`config.mk`:
```
export PLATFORM = sky130hd
export DESIGN_NAME = reference_search_homing
export DESIGN_NICKNAME = d
export VERILOG_FILES = /design/src/rtl/reference_search_homing.v /design/src/rtl/step_rate_gen.v /design/src/rtl/accel_ramp.v
export VERILOG_INCLUDE_DIRS = /design/src /design/src/rtl
export SDC_FILE = /design/constraint.sdc
export NUM_CORES = 1
export LEC_CHECK = 0
export BUFFER_PORTS_ARGS = -buffer_cell sky130_fd_sc_hd__buf_2
export CAP_MARGIN = 20
export CORE_AREA = 2 2 262 264
export CTS_CLUSTER_SIZE = 16
export DETAILED_ROUTE_END_ITERATION = 7
export DIE_AREA = 0 0 264 266
export MAX_ROUTING_LAYER = met4
export PLACE_DENSITY_LB_ADDON = 0.25
export SKIP_LAST_GASP = 1
export SYNTH_ARGS = -nofsm -noshare
export SYNTH_HDL_FRONTEND = slang
export SYNTH_SLANG_ARGS = --single-unit
```
`constraint.sdc`:
```
create_clock -name core_clk -period 8.1 [get_ports core_clk]
set_clock_uncertainty 0.2 [all_clocks]
set_input_delay 2.025 -clock core_clk [delete_from_list [all_inputs] [get_ports core_clk]]
set_output_delay 2.025 -clock core_clk [all_outputs]
set_load 0.01 [all_outputs]
```
`src/rtl/homing_defs.vh`:
```
`ifndef HOMING_DEFS_VH
`define HOMING_DEFS_VH

// ---------------------------------------------
// Command interface
// ---------------------------------------------
`define REF_SEARCH_OPCODE 8'h0d
`define CMD_START 2'h0
`define CMD_STOP 2'h1
`define CMD_STATUS 2'h2

// ---------------------------------------------
// Homing mode field
// ---------------------------------------------
`define MODE_BASE_MSB 5
`define MODE_SWAP_BIT 6
`define MODE_INVERT_BIT 7
`define MODE_LEFT_ONLY 6'h01
`define MODE_RIGHT_LEFT 6'h02
`define MODE_RIGHT_LEFT_MID 6'h03
`define MODE_LEFT_MID 6'h04
`define MODE_HOME_NEG_REV 6'h05
`define MODE_HOME_POS_REV 6'h06
`define MODE_HOME_POS 6'h07
`define MODE_HOME_NEG 6'h08

// ---------------------------------------------
// Unit conversion
// ---------------------------------------------
`define VEL_MAX 12'sh7ff
`define ACC_MAX 11'h7ff
`define DIV_MAX 4'hd
`define MRES_MAX 4'h8
`define VEL_SHIFT 5'h10
`define ACC_SHIFT 5'h0d
`define ACC_WINDOW 5'h0c
`define REF_CLK_MHZ 5'h10
`define CORE_CLK_MHZ 5'h19

// ---------------------------------------------
// Homing sequencer states
// ---------------------------------------------
`define ST_IDLE 3'h0
`define ST_SEEK_FAR 3'h1
`define ST_SEEK 3'h2
`define ST_THROUGH 3'h3
`define ST_BACKOFF 3'h4
`define ST_REENTER 3'h5
`define ST_HALT 3'h6
`define ST_ABORT 3'h7

`endif

```
`src/rtl/reference_search_homing.v`:
```
`timescale 1ns/1ps
`include "homing_defs.vh"


module reference_search_homing (
	input wire core_clk,
	input wire rst_n,
	input wire cmd_valid,
	input wire [7:0] cmd_opcode,
	input wire [1:0] cmd_type,
	output reg rsp_valid_q,
	output reg rsp_error_q,
	output reg rsp_busy_q,
	input wire [7:0] homing_mode,
	input wire signed [11:0] host_velocity,
	input wire [10:0] search_speed,
	input wire [10:0] calib_speed,
	input wire [10:0] accel,
	input wire [3:0] pulse_div,
	input wire [3:0] ramp_div,
	input wire [3:0] mres,
	input wire pos_mode,
	input wire stop_left_en,
	input wire stop_right_en,
	input wire left_sw_pin,
	input wire right_sw_pin,
	input wire home_sw_pin,
	output wire step_pulse,
	output wire step_dir,
	output wire fullstep_pulse,
	output reg signed [31:0] actual_position_q,
	output reg [31:0] switch_distance_q,
	output reg search_busy_q
);

	// ---------------------------------------------
	// Helpers
	// ---------------------------------------------
	function signed [11:0] sat_vel;
		input signed [12:0] v;
		begin
			if (v > $signed({1'b0, `VEL_MAX}))
				sat_vel = `VEL_MAX;
			else if (v < -$signed({1'b0, `VEL_MAX}))
				sat_vel = -`VEL_MAX;
			else
				sat_vel = v[11:0];
		end
	endfunction

	function signed [11:0] dir_speed;
		input dir;
		input [10:0] spd;
		begin
			dir_speed = dir ? sat_vel({2'b00, spd}) : sat_vel(-$signed({2'b00, spd}));
		end
	endfunction

	// ---------------------------------------------
	// Switch input synchronisers
	// ---------------------------------------------
	reg [2:0] sw_meta_q;
	reg [2:0] sw_sync_q;

	always @(posedge core_clk or negedge rst_n) begin
		if (!rst_n) begin
			sw_meta_q <= 3'h0;
			sw_sync_q <= 3'h0;
		end else begin
			sw_meta_q <= {home_sw_pin, right_sw_pin, left_sw_pin};
			sw_sync_q <= sw_meta_q;
		end
	end

	wire left_s;
	wire right_s;
	wire home_s;

	assign left_s = sw_sync_q[0];
	assign right_s = sw_sync_q[1];
	assign home_s = sw_sync_q[2];

	// ---------------------------------------------
	// 16 MHz reference tick from the core clock
	// ---------------------------------------------
	reg [4:0] ref_acc_q;
	reg ref_tick_q;
	wire [5:0] ref_sum;
	wire [5:0] ref_wrap;

	assign ref_sum = {1'b0, ref_acc_q} + {1'b0, `REF_CLK_MHZ};
	assign ref_wrap = ref_sum - {1'b0, `CORE_CLK_MHZ};

	always @(posedge core_clk or negedge rst_n) begin
		if (!rst_n) begin
			ref_acc_q <= 5'h0;
			ref_tick_q <= 1'b0;
		end else if (ref_sum >= {1'b0, `CORE_CLK_MHZ}) begin
			ref_acc_q <= ref_wrap[4:0];
			ref_tick_q <= 1'b1;
		end else begin
			ref_acc_q <= ref_sum[4:0];
			ref_tick_q <= 1'b0;
		end
	end

	// ---------------------------------------------
	// Mode decode
	// ---------------------------------------------
	reg [2:0] state_q;
	reg [2:0] state_d;
	reg [7:0] mode_q;
	reg dir_q;
	reg dir_d;
	reg signed [31:0] p_far_q;
	reg signed [31:0] p_a_q;
	reg signed [31:0] p_b_q;
	reg signed [31:0] p_far_d;
	reg signed [31:0] p_a_d;
	reg signed [31:0] p_b_d;

	wire [5:0] cmd_base;
	wire cmd_mode_ok;
	wire [5:0] base;
	wire side_left;
	wire home_mode;
	wire two_side;
	wire far_mode;
	wire ref_act;
	wire far_act;

	assign cmd_base = homing_mode[`MODE_BASE_MSB:0];
	assign cmd_mode_ok = (cmd_base >= `MODE_LEFT_ONLY) && (cmd_base <= `MODE_HOME_NEG);
	assign base = mode_q[`MODE_BASE_MSB:0];
	assign side_left = ~mode_q[`MODE_SWAP_BIT];
	assign home_mode = base >= `MODE_HOME_NEG_REV;
	assign two_side = (base == `MODE_RIGHT_LEFT_MID) || (base == `MODE_LEFT_MID) ||
		(base == `MODE_HOME_POS) || (base == `MODE_HOME_NEG);
	assign far_mode = (base == `MODE_RIGHT_LEFT) || (base == `MODE_RIGHT_LEFT_MID);
	assign ref_act = home_mode ? (home_s ^ mode_q[`MODE_INVERT_BIT]) :
		(side_left ? left_s : right_s);
	assign far_act = side_left ? right_s : left_s;

	// ---------------------------------------------
	// Command decode
	// ---------------------------------------------
	wire cmd_hit;
	wire cmd_start;
	wire cmd_stop;

	assign cmd_hit = cmd_valid && (cmd_opcode == `REF_SEARCH_OPCODE);
	assign cmd_start = cmd_hit && (cmd_type == `CMD_START) && cmd_mode_ok && !search_busy_q;
	assign cmd_stop = cmd_hit && (cmd_type == `CMD_STOP);

	always @(posedge core_clk or negedge rst_n) begin
		if (!rst_n) begin
			rsp_valid_q <= 1'b0;
			rsp_error_q <= 1'b0;
			rsp_busy_q <= 1'b0;
		end else begin
			rsp_valid_q <= cmd_hit;
			rsp_error_q <= cmd_hit && ((cmd_type > `CMD_STATUS) ||
				((cmd_type == `CMD_START) && !cmd_mode_ok));
			rsp_busy_q <= search_busy_q || cmd_start;
		end
	end

	// ---------------------------------------------
	// Motion units
	// ---------------------------------------------
	wire signed [11:0] vel;
	reg signed [11:0] target;

	accel_ramp u_ramp (
		.core_clk(core_clk),
		.rst_n(rst_n),
		.ref_tick(ref_tick_q),
		.target(target),
		.accel(accel),
		.ramp_div(ramp_div),
		.pulse_div(pulse_div),
		.pos_mode(pos_mode && !search_busy_q),
		.vel_q(vel)
	);

	step_rate_gen u_step (
		.core_clk(core_clk),
		.rst_n(rst_n),
		.ref_tick(ref_tick_q),
		.vel(vel),
		.pulse_div(pulse_div),
		.mres(mres),
		.step_pulse_q(step_pulse),
		.step_dir_q(step_dir),
		.fullstep_pulse_q(fullstep_pulse)
	);

	// ---------------------------------------------
	// Target velocity
	// ---------------------------------------------
	always @* begin
		target = 12'sh0;
		case (state_q)
			`ST_IDLE: begin
				target = sat_vel({host_velocity[11], host_velocity});
				if (stop_left_en && left_s && host_velocity < 12'sh0)
					target = 12'sh0;
				if (stop_right_en && right_s && host_velocity > 12'sh0)
					target = 12'sh0;
			end
			`ST_SEEK_FAR: target = dir_speed(dir_q, search_speed);
			`ST_SEEK: target = dir_speed(dir_q, search_speed);
			`ST_THROUGH: target = dir_speed(dir_q, calib_speed);
			`ST_BACKOFF: target = dir_speed(~dir_q, calib_speed);
			`ST_REENTER: target = dir_speed(dir_q ^ two_side, calib_speed);
			default: target = 12'sh0;
		endcase
	end

	// ---------------------------------------------
	// Homing sequencer
	// ---------------------------------------------
	wire signed [32:0] mid_sum;
	wire signed [31:0] mid;
	wire signed [31:0] far_dist;
	wire rebase;

	assign mid_sum = {p_a_q[31], p_a_q} + {p_b_q[31], p_b_q};
	assign mid = mid_sum[32:1];
	assign far_dist = p_far_q - mid;
	assign rebase = (state_q == `ST_HALT) && (vel == 12'sh0);

	always @* begin
		state_d = state_q;
		dir_d = dir_q;
		p_far_d = p_far_q;
		p_a_d = p_a_q;
		p_b_d = p_b_q;
		case (state_q)
			`ST_IDLE: begin
			end
			`ST_SEEK_FAR: begin
				if (far_act) begin
					p_far_d = actual_position_q;
					dir_d = ~side_left;
					state_d = `ST_SEEK;
				end
			end
			`ST_SEEK: begin
				if (ref_act) begin
					p_a_d = actual_position_q;
					state_d = two_side ? `ST_THROUGH : `ST_BACKOFF;
				end else if (base == `MODE_HOME_NEG_REV && left_s) begin
					dir_d = 1'b1;
				end else if (base == `MODE_HOME_POS_REV && right_s) begin
					dir_d = 1'b0;
				end
			end
			`ST_THROUGH: begin
				if (!ref_act)
					state_d = `ST_REENTER;
			end
			`ST_BACKOFF: begin
				if (!ref_act) begin
					p_a_d = actual_position_q;
					state_d = `ST_REENTER;
				end
			end
			`ST_REENTER: begin
				if (ref_act) begin
					p_b_d = actual_position_q;
					state_d = `ST_HALT;
				end
			end
			`ST_HALT: begin
				if (rebase)
					state_d = `ST_IDLE;
			end
			`ST_ABORT: begin
				if (vel == 12'sh0)
					state_d = `ST_IDLE;
			end
			default: state_d = `ST_IDLE;
		endcase
		if (cmd_stop && state_q != `ST_IDLE && state_q != `ST_ABORT)
			state_d = `ST_ABORT;
	end

	always @(posedge core_clk or negedge rst_n) begin
		if (!rst_n) begin
			state_q <= `ST_IDLE;
			mode_q <= 8'h0;
			dir_q <= 1'b0;
			p_far_q <= 32'sh0;
			p_a_q <= 32'sh0;
			p_b_q <= 32'sh0;
			search_busy_q <= 1'b0;
			switch_distance_q <= 32'h0;
		end else if (cmd_start) begin
			mode_q <= homing_mode;
			search_busy_q <= 1'b1;
			case (cmd_base)
				`MODE_RIGHT_LEFT, `MODE_RIGHT_LEFT_MID: begin
					state_q <= `ST_SEEK_FAR;
					dir_q <= ~homing_mode[`MODE_SWAP_BIT];
				end
				`MODE_LEFT_ONLY, `MODE_LEFT_MID: begin
					state_q <= `ST_SEEK;
					dir_q <= homing_mode[`MODE_SWAP_BIT];
				end
				`MODE_HOME_POS_REV, `MODE_HOME_POS: begin
					state_q <= `ST_SEEK;
					dir_q <= 1'b1;
				end
				default: begin
					state_q <= `ST_SEEK;
					dir_q <= 1'b0;
				end
			endcase
		end else begin
			state_q <= state_d;
			dir_q <= dir_d;
			p_far_q <= p_far_d;
			p_a_q <= p_a_d;
			p_b_q <= p_b_d;
			if (state_d == `ST_IDLE)
				search_busy_q <= 1'b0;
			if (rebase && far_mode)
				switch_distance_q <= far_dist[31] ? -far_dist : far_dist;
		end
	end

	// ---------------------------------------------
	// Actual position
	// ---------------------------------------------
	wire signed [31:0] step_delta;

	assign step_delta = !step_pulse ? 32'sh0 : (step_dir ? 32'sh1 : -32'sh1);

	always @(posedge core_clk or negedge rst_n) begin
		if (!rst_n)
			actual_position_q <= 32'sh0;
		else if (rebase)
			actual_position_q <= actual_position_q + step_delta - mid;
		else
			actual_position_q <= actual_position_q + step_delta;
	end

endmodule

```
`src/rtl/step_rate_gen.v`:
```
`timescale 1ns/1ps
`include "homing_defs.vh"

module step_rate_gen (
	input wire core_clk,
	input wire rst_n,
	input wire ref_tick,
	input wire signed [11:0] vel,
	input wire [3:0] pulse_div,
	input wire [3:0] mres,
	output reg step_pulse_q,
	output reg step_dir_q,
	output reg fullstep_pulse_q
);

	// ---------------------------------------------
	// Microstep rate accumulator
	// ---------------------------------------------
	reg [30:0] acc_q;
	reg [8:0] micro_cnt_q;
	wire [3:0] pd_eff;
	wire [3:0] mres_eff;
	wire [30:0] thr;
	wire [10:0] vel_mag;
	wire [11:0] vel_neg;
	wire [30:0] acc_sum;

	assign pd_eff = (pulse_div > `DIV_MAX) ? `DIV_MAX : pulse_div;
	assign mres_eff = (mres > `MRES_MAX) ? `MRES_MAX : mres;
	assign thr = 31'h1 << (`VEL_SHIFT + pd_eff);
	assign vel_neg = -vel;
	assign vel_mag = vel[11] ? vel_neg[10:0] : vel[10:0];
	assign acc_sum = acc_q + {20'h0, vel_mag};

	always @(posedge core_clk or negedge rst_n) begin
		if (!rst_n) begin
			acc_q <= 31'h0;
			step_pulse_q <= 1'b0;
			step_dir_q <= 1'b0;
		end else begin
			step_pulse_q <= 1'b0;
			step_dir_q <= ~vel[11];
			if (ref_tick) begin
				if (acc_sum >= thr) begin
					acc_q <= acc_sum - thr;
					step_pulse_q <= 1'b1;
				end else begin
					acc_q <= acc_sum;
				end
			end
		end
	end

	// ---------------------------------------------
	// Fullstep divider
	// ---------------------------------------------
	always @(posedge core_clk or negedge rst_n) begin
		if (!rst_n) begin
			micro_cnt_q <= 9'h0;
			fullstep_pulse_q <= 1'b0;
		end else begin
			fullstep_pulse_q <= 1'b0;
			if (step_pulse_q) begin
				if (micro_cnt_q >= (9'h1 << mres_eff) - 9'h1) begin
					micro_cnt_q <= 9'h0;
					fullstep_pulse_q <= 1'b1;
				end else begin
					micro_cnt_q <= micro_cnt_q + 9'h1;
				end
			end
		end
	end

endmodule

```
`src/rtl/accel_ramp.v`:
```
`timescale 1ns/1ps
`include "homing_defs.vh"

module accel_ramp (
	input wire core_clk,
	input wire rst_n,
	input wire ref_tick,
	input wire signed [11:0] target,
	input wire [10:0] accel,
	input wire [3:0] ramp_div,
	input wire [3:0] pulse_div,
	input wire pos_mode,
	output reg signed [11:0] vel_q
);

	// ---------------------------------------------
	// Usable acceleration window for positioning
	// ---------------------------------------------
	function [10:0] clamp_acc;
		input [10:0] a;
		input [3:0] rd;
		input [3:0] pd;
		reg signed [5:0] diff;
		reg [11:0] lo;
		reg [11:0] hi;
		begin
			diff = $signed({2'b00, rd}) - $signed({2'b00, pd});
			lo = (diff >= 6'sd1) ? (12'h1 << (diff - 6'sd1)) : 12'h0;
			if (diff + 6'sd12 >= 6'sd11)
				hi = {1'b0, `ACC_MAX};
			else if (diff + 6'sd12 <= 6'sd0)
				hi = 12'h0;
			else
				hi = (12'h1 << (diff + 6'sd12)) - 12'h1;
			if ({1'b0, a} < lo)
				clamp_acc = lo[10:0];
			else if ({1'b0, a} > hi)
				clamp_acc = hi[10:0];
			else
				clamp_acc = a;
		end
	endfunction

	// ---------------------------------------------
	// Velocity ramp
	// ---------------------------------------------
	reg [27:0] acc_q;
	wire [3:0] rd_eff;
	wire [3:0] pd_eff;
	wire [10:0] a_eff;
	wire [27:0] thr;
	wire [27:0] acc_sum;

	assign rd_eff = (ramp_div > `DIV_MAX) ? `DIV_MAX : ramp_div;
	assign pd_eff = (pulse_div > `DIV_MAX) ? `DIV_MAX : pulse_div;
	assign a_eff = pos_mode ? clamp_acc(accel, rd_eff, pd_eff) : accel;
	assign thr = 28'h1 << (`ACC_SHIFT + rd_eff);
	assign acc_sum = acc_q + {17'h0, a_eff};

	always @(posedge core_clk or negedge rst_n) begin
		if (!rst_n) begin
			acc_q <= 28'h0;
			vel_q <= 12'sh0;
		end else if (vel_q == target) begin
			acc_q <= 28'h0;
		end else if (ref_tick) begin
			if (acc_sum >= thr) begin
				acc_q <= acc_sum - thr;
				vel_q <= (vel_q < target) ? vel_q + 12'sh1 : vel_q - 12'sh1;
			end else begin
				acc_q <= acc_sum;
			end
		end
	end

endmodule

```
==> reports/results.ini <==
[run_status]
status=finished with violations
violations=setup timing

[floorplanning]
core_area_um2=67750
dieHeight_um=266
die_area_um2=70220
die_x_um=264
start_util_pct=36.40
row_count=96
boundaryPins=155

[worst_setup_path]
required_ns=8.36
worst_r2r_path_depth=29
reg2reg_from=u_ramp.vel_q[0]$_DFFE_PN0P_
cpMaxStageDelayCell=o41ai_4
start_kind=input port
rr_endpoint=u_step.acc_q[24]$_DFFE_PN0P_
crit_fanout=7
arrival_ns=10.70
crit_path_end_kind=register
max_stage_delay_ns=0.39
reg2reg_slack_ns=1.06
crit_type=input port to register
crit_path_start=ramp_div[1]
cp-endpoint=u_ramp.acc_q[26]$_DFFE_PN0P_

[timing]
setup_tns_ns=-89.87
setup_viol=40
hold_viol=0
tightest_slew_ns=1.002
finalCritPeriodShare_pct=128.9
period_needed_ns=10.44
setup_ws_ns=-2.343
slew_violations=0
max_freq_mhz=95.76
rsz0062_at_grt=true
max_slew_margin_pct=33.17

[detailed_routing]
drc_errors=0
first_pass_iters=5
vias=22511
wire_per_inst_um=16.12
drtIter0Drc=1211
via_per_inst=5.288
antenna_left=0
finalWirelength_um=68630

[final_layout]
post-route-util_pct=45.03
area_growth_pct=23.71
layout.cells.non_filler=4257
drive_gt1_share_pct=22.38
layout.nets=3704

[place]
io_buffers=154
gp_congestion=0.8852
dp_cells=4166
pre_cts_slack_ns=-3.148
dp_hpwl_um=53210

[cts]
clk_pin_slew_worst_paths_ns=0.06
cts_max_level=2
cts_sinks=271
clk_latency_ns=0.58
cts_buffers=35
holdBufCountCts=0
cts-root-buf=clkbuf_16
cts_tree=built
clock_path_buffers=3

[global_routing]
antenna_found_initial=1
grt_pass1_wl_um=112400
track_usage_pct=20.01
overflow=0
grt_max_degree=149
first_global_vias=22195

[logic_synthesis]
yosysSeqAreaShare_pct=27.50
syn_avg_cell_area_um2=8.436
synth-edff-count=0
synthesis.area_um2=24660
ys_async_sr_fraction_pct=100.0
yosys_warnings=0
synthFlopType=dfrtp_1
netlist_top_cells_area=dfrtp_1 28%, ha_1 13%, xnor2_1 5.2%, mux2_2 5.2%, a21oi_1 4.7%
synth_cells=2923
netlist.area_leader.share_pct=27.50
synth.largest_area_cell=dfrtp_1
synth_cell_types=84
synth.ff_latch_count=271

[flow_run]
cap_violations=0

[min_path]
worst_hold_path_type=register to register

state kept, by name (all words and copies together) (netlist names), 3 cells and up:
register            cells
u_step.acc_q           31
actual_position_q      32
switch_distance_q      32
u_step.micro_cnt_q      9
ref_acc_q               5
sw_sync_q               3
mode_q                  8
state_q                 3
p_far_q                32
u_ramp.vel_q           12
u_ramp.acc_q           28
p_b_q                  32
p_a_q                  32
sw_meta_q               3
cell families (layout without fill, tap and decap cells):
family                     after synthesis  in the layout  share of synthesized area (%)
adders and majority gates              272            272                          14.04
AOI/OAI and AO/OA                      851            851                          21.82
and+or+nand+nor                        947            950                          18.58
xor gates and xnor gates               263            263                          9.342
buffers and inverters                  188            621                          2.877
DFF                                    271            271                          27.50
muxes                                  129            129                          5.815
other                                    2             18                        0.03046
per-stage QoR:
step | cell area [um2] | hold slack, ns
floorplan | 25020 | 0.1312
global placement | 28650 | 0.1349
detailed placement | 28650 | 0.1379
CTS | 30330 | 0.1483
global route | 30500 | 0.1506
finish | 30500 | 0.1474
cells in the mapped netlist (8+ instances only):
master and count:
a211o_1 8, a211oi_1 35, a21o_1 89, a21oi_1 232, a221o_1 9, a22oi_1 9
a31o_2 11, a31oi_1 36, and2_1 21, and3_1 30, clkbuf_1 76, dfrtp_1 271
fa_1 8, ha_1 263, inv_1 104, mux2_2 114, mux2i_1 15, nand2_1 254
nand2b_1 43, nand3_1 83, nand3b_1 14, nand4_1 28, nor2_1 242, nor2b_1 52
nor3_1 78, nor3b_1 12, nor4_1 14, o211ai_1 15, o21a_1 50, o21ai_0 176
o21ai_1 47, o21bai_1 27, o22ai_1 9, o31ai_1 22, or2_2 12, or3_1 32
or4_1 8, xnor2_1 147, xor2_1 116
layout by cell type (no fill, tap or decap), types with 115 or more instances in the layout:
master,netlist,final
a21oi_1,232,216
buf_2,3,150
buf_4,0,290
dfrtp_1,271,270
ha_1,263,254
nand2_1,254,239
nor2_1,242,235
o21ai_0,176,151
xnor2_1,147,145
xor2_1,116,115
how the worst min path moves through the flow:
stage	depth (start not counted)	to	slack (ns)	startpoint
2_1_floorplan	0	sw_sync_q[0]$_DFF_PN0_	0.13	sw_meta_q[0]$_DFF_PN0_
3_3_place_gp	0	sw_sync_q[2]$_DFF_PN0_	0.13	sw_meta_q[2]$_DFF_PN0_
5_1_grt	0	sw_sync_q[0]$_DFF_PN0_	0.15	sw_meta_q[0]$_DFF_PN0_
4_1_cts	0	sw_sync_q[0]$_DFF_PN0_	0.15	sw_meta_q[0]$_DFF_PN0_
3_5_place_dp	0	sw_sync_q[1]$_DFF_PN0_	0.14	sw_meta_q[1]$_DFF_PN0_
6_report	0	sw_sync_q[0]$_DFF_PN0_	0.15	sw_meta_q[0]$_DFF_PN0_
critical path, delay by kind of cell:
family	cells	cell delay [ns]
buf+inv	6	0.48
compound gates	24	3.95
simple gates	10	1.34
mux	1	0.14
xor+xnor	2	0.47
fa+ha+maj	9	2.30
final cells by class:
class | count | area, um2
Antenna cell | 1 | 2.502
Clock buffer | 46 | 987.2
Clock inverter | 16 | 227.7
Fill cell | 6747 | 37240
Inverter | 106 | 405.4
Multi-Input combinational cell | 2482 | 17840
Sequential cell | 271 | 6785
Tap cell | 882 | 1104
Timing Repair Buffer | 453 | 3151
repair_timing:
action,4_1_cts,5_1_grt
gates resized for setup,40,48
pin swaps,33,50
setup endpoints to repair,40,40
gates cloned,6,0
buffers inserted,18,6
layer usage:
metal / vias to the layer above / routed length, um / track usage (%)
met5: - / 0 / -
met2: 316 / 33390 / 34.57
met4: 0 / 1583 / 5.298
met1: 10587 / 31520 / 24.99
met3: 81 / 2135 / 2.006
li1: 11527 / - / -
Power is left out: the tool's default activity adds up to more than one toggle a clock period on the data nets, which glitch-free logic cannot reach.
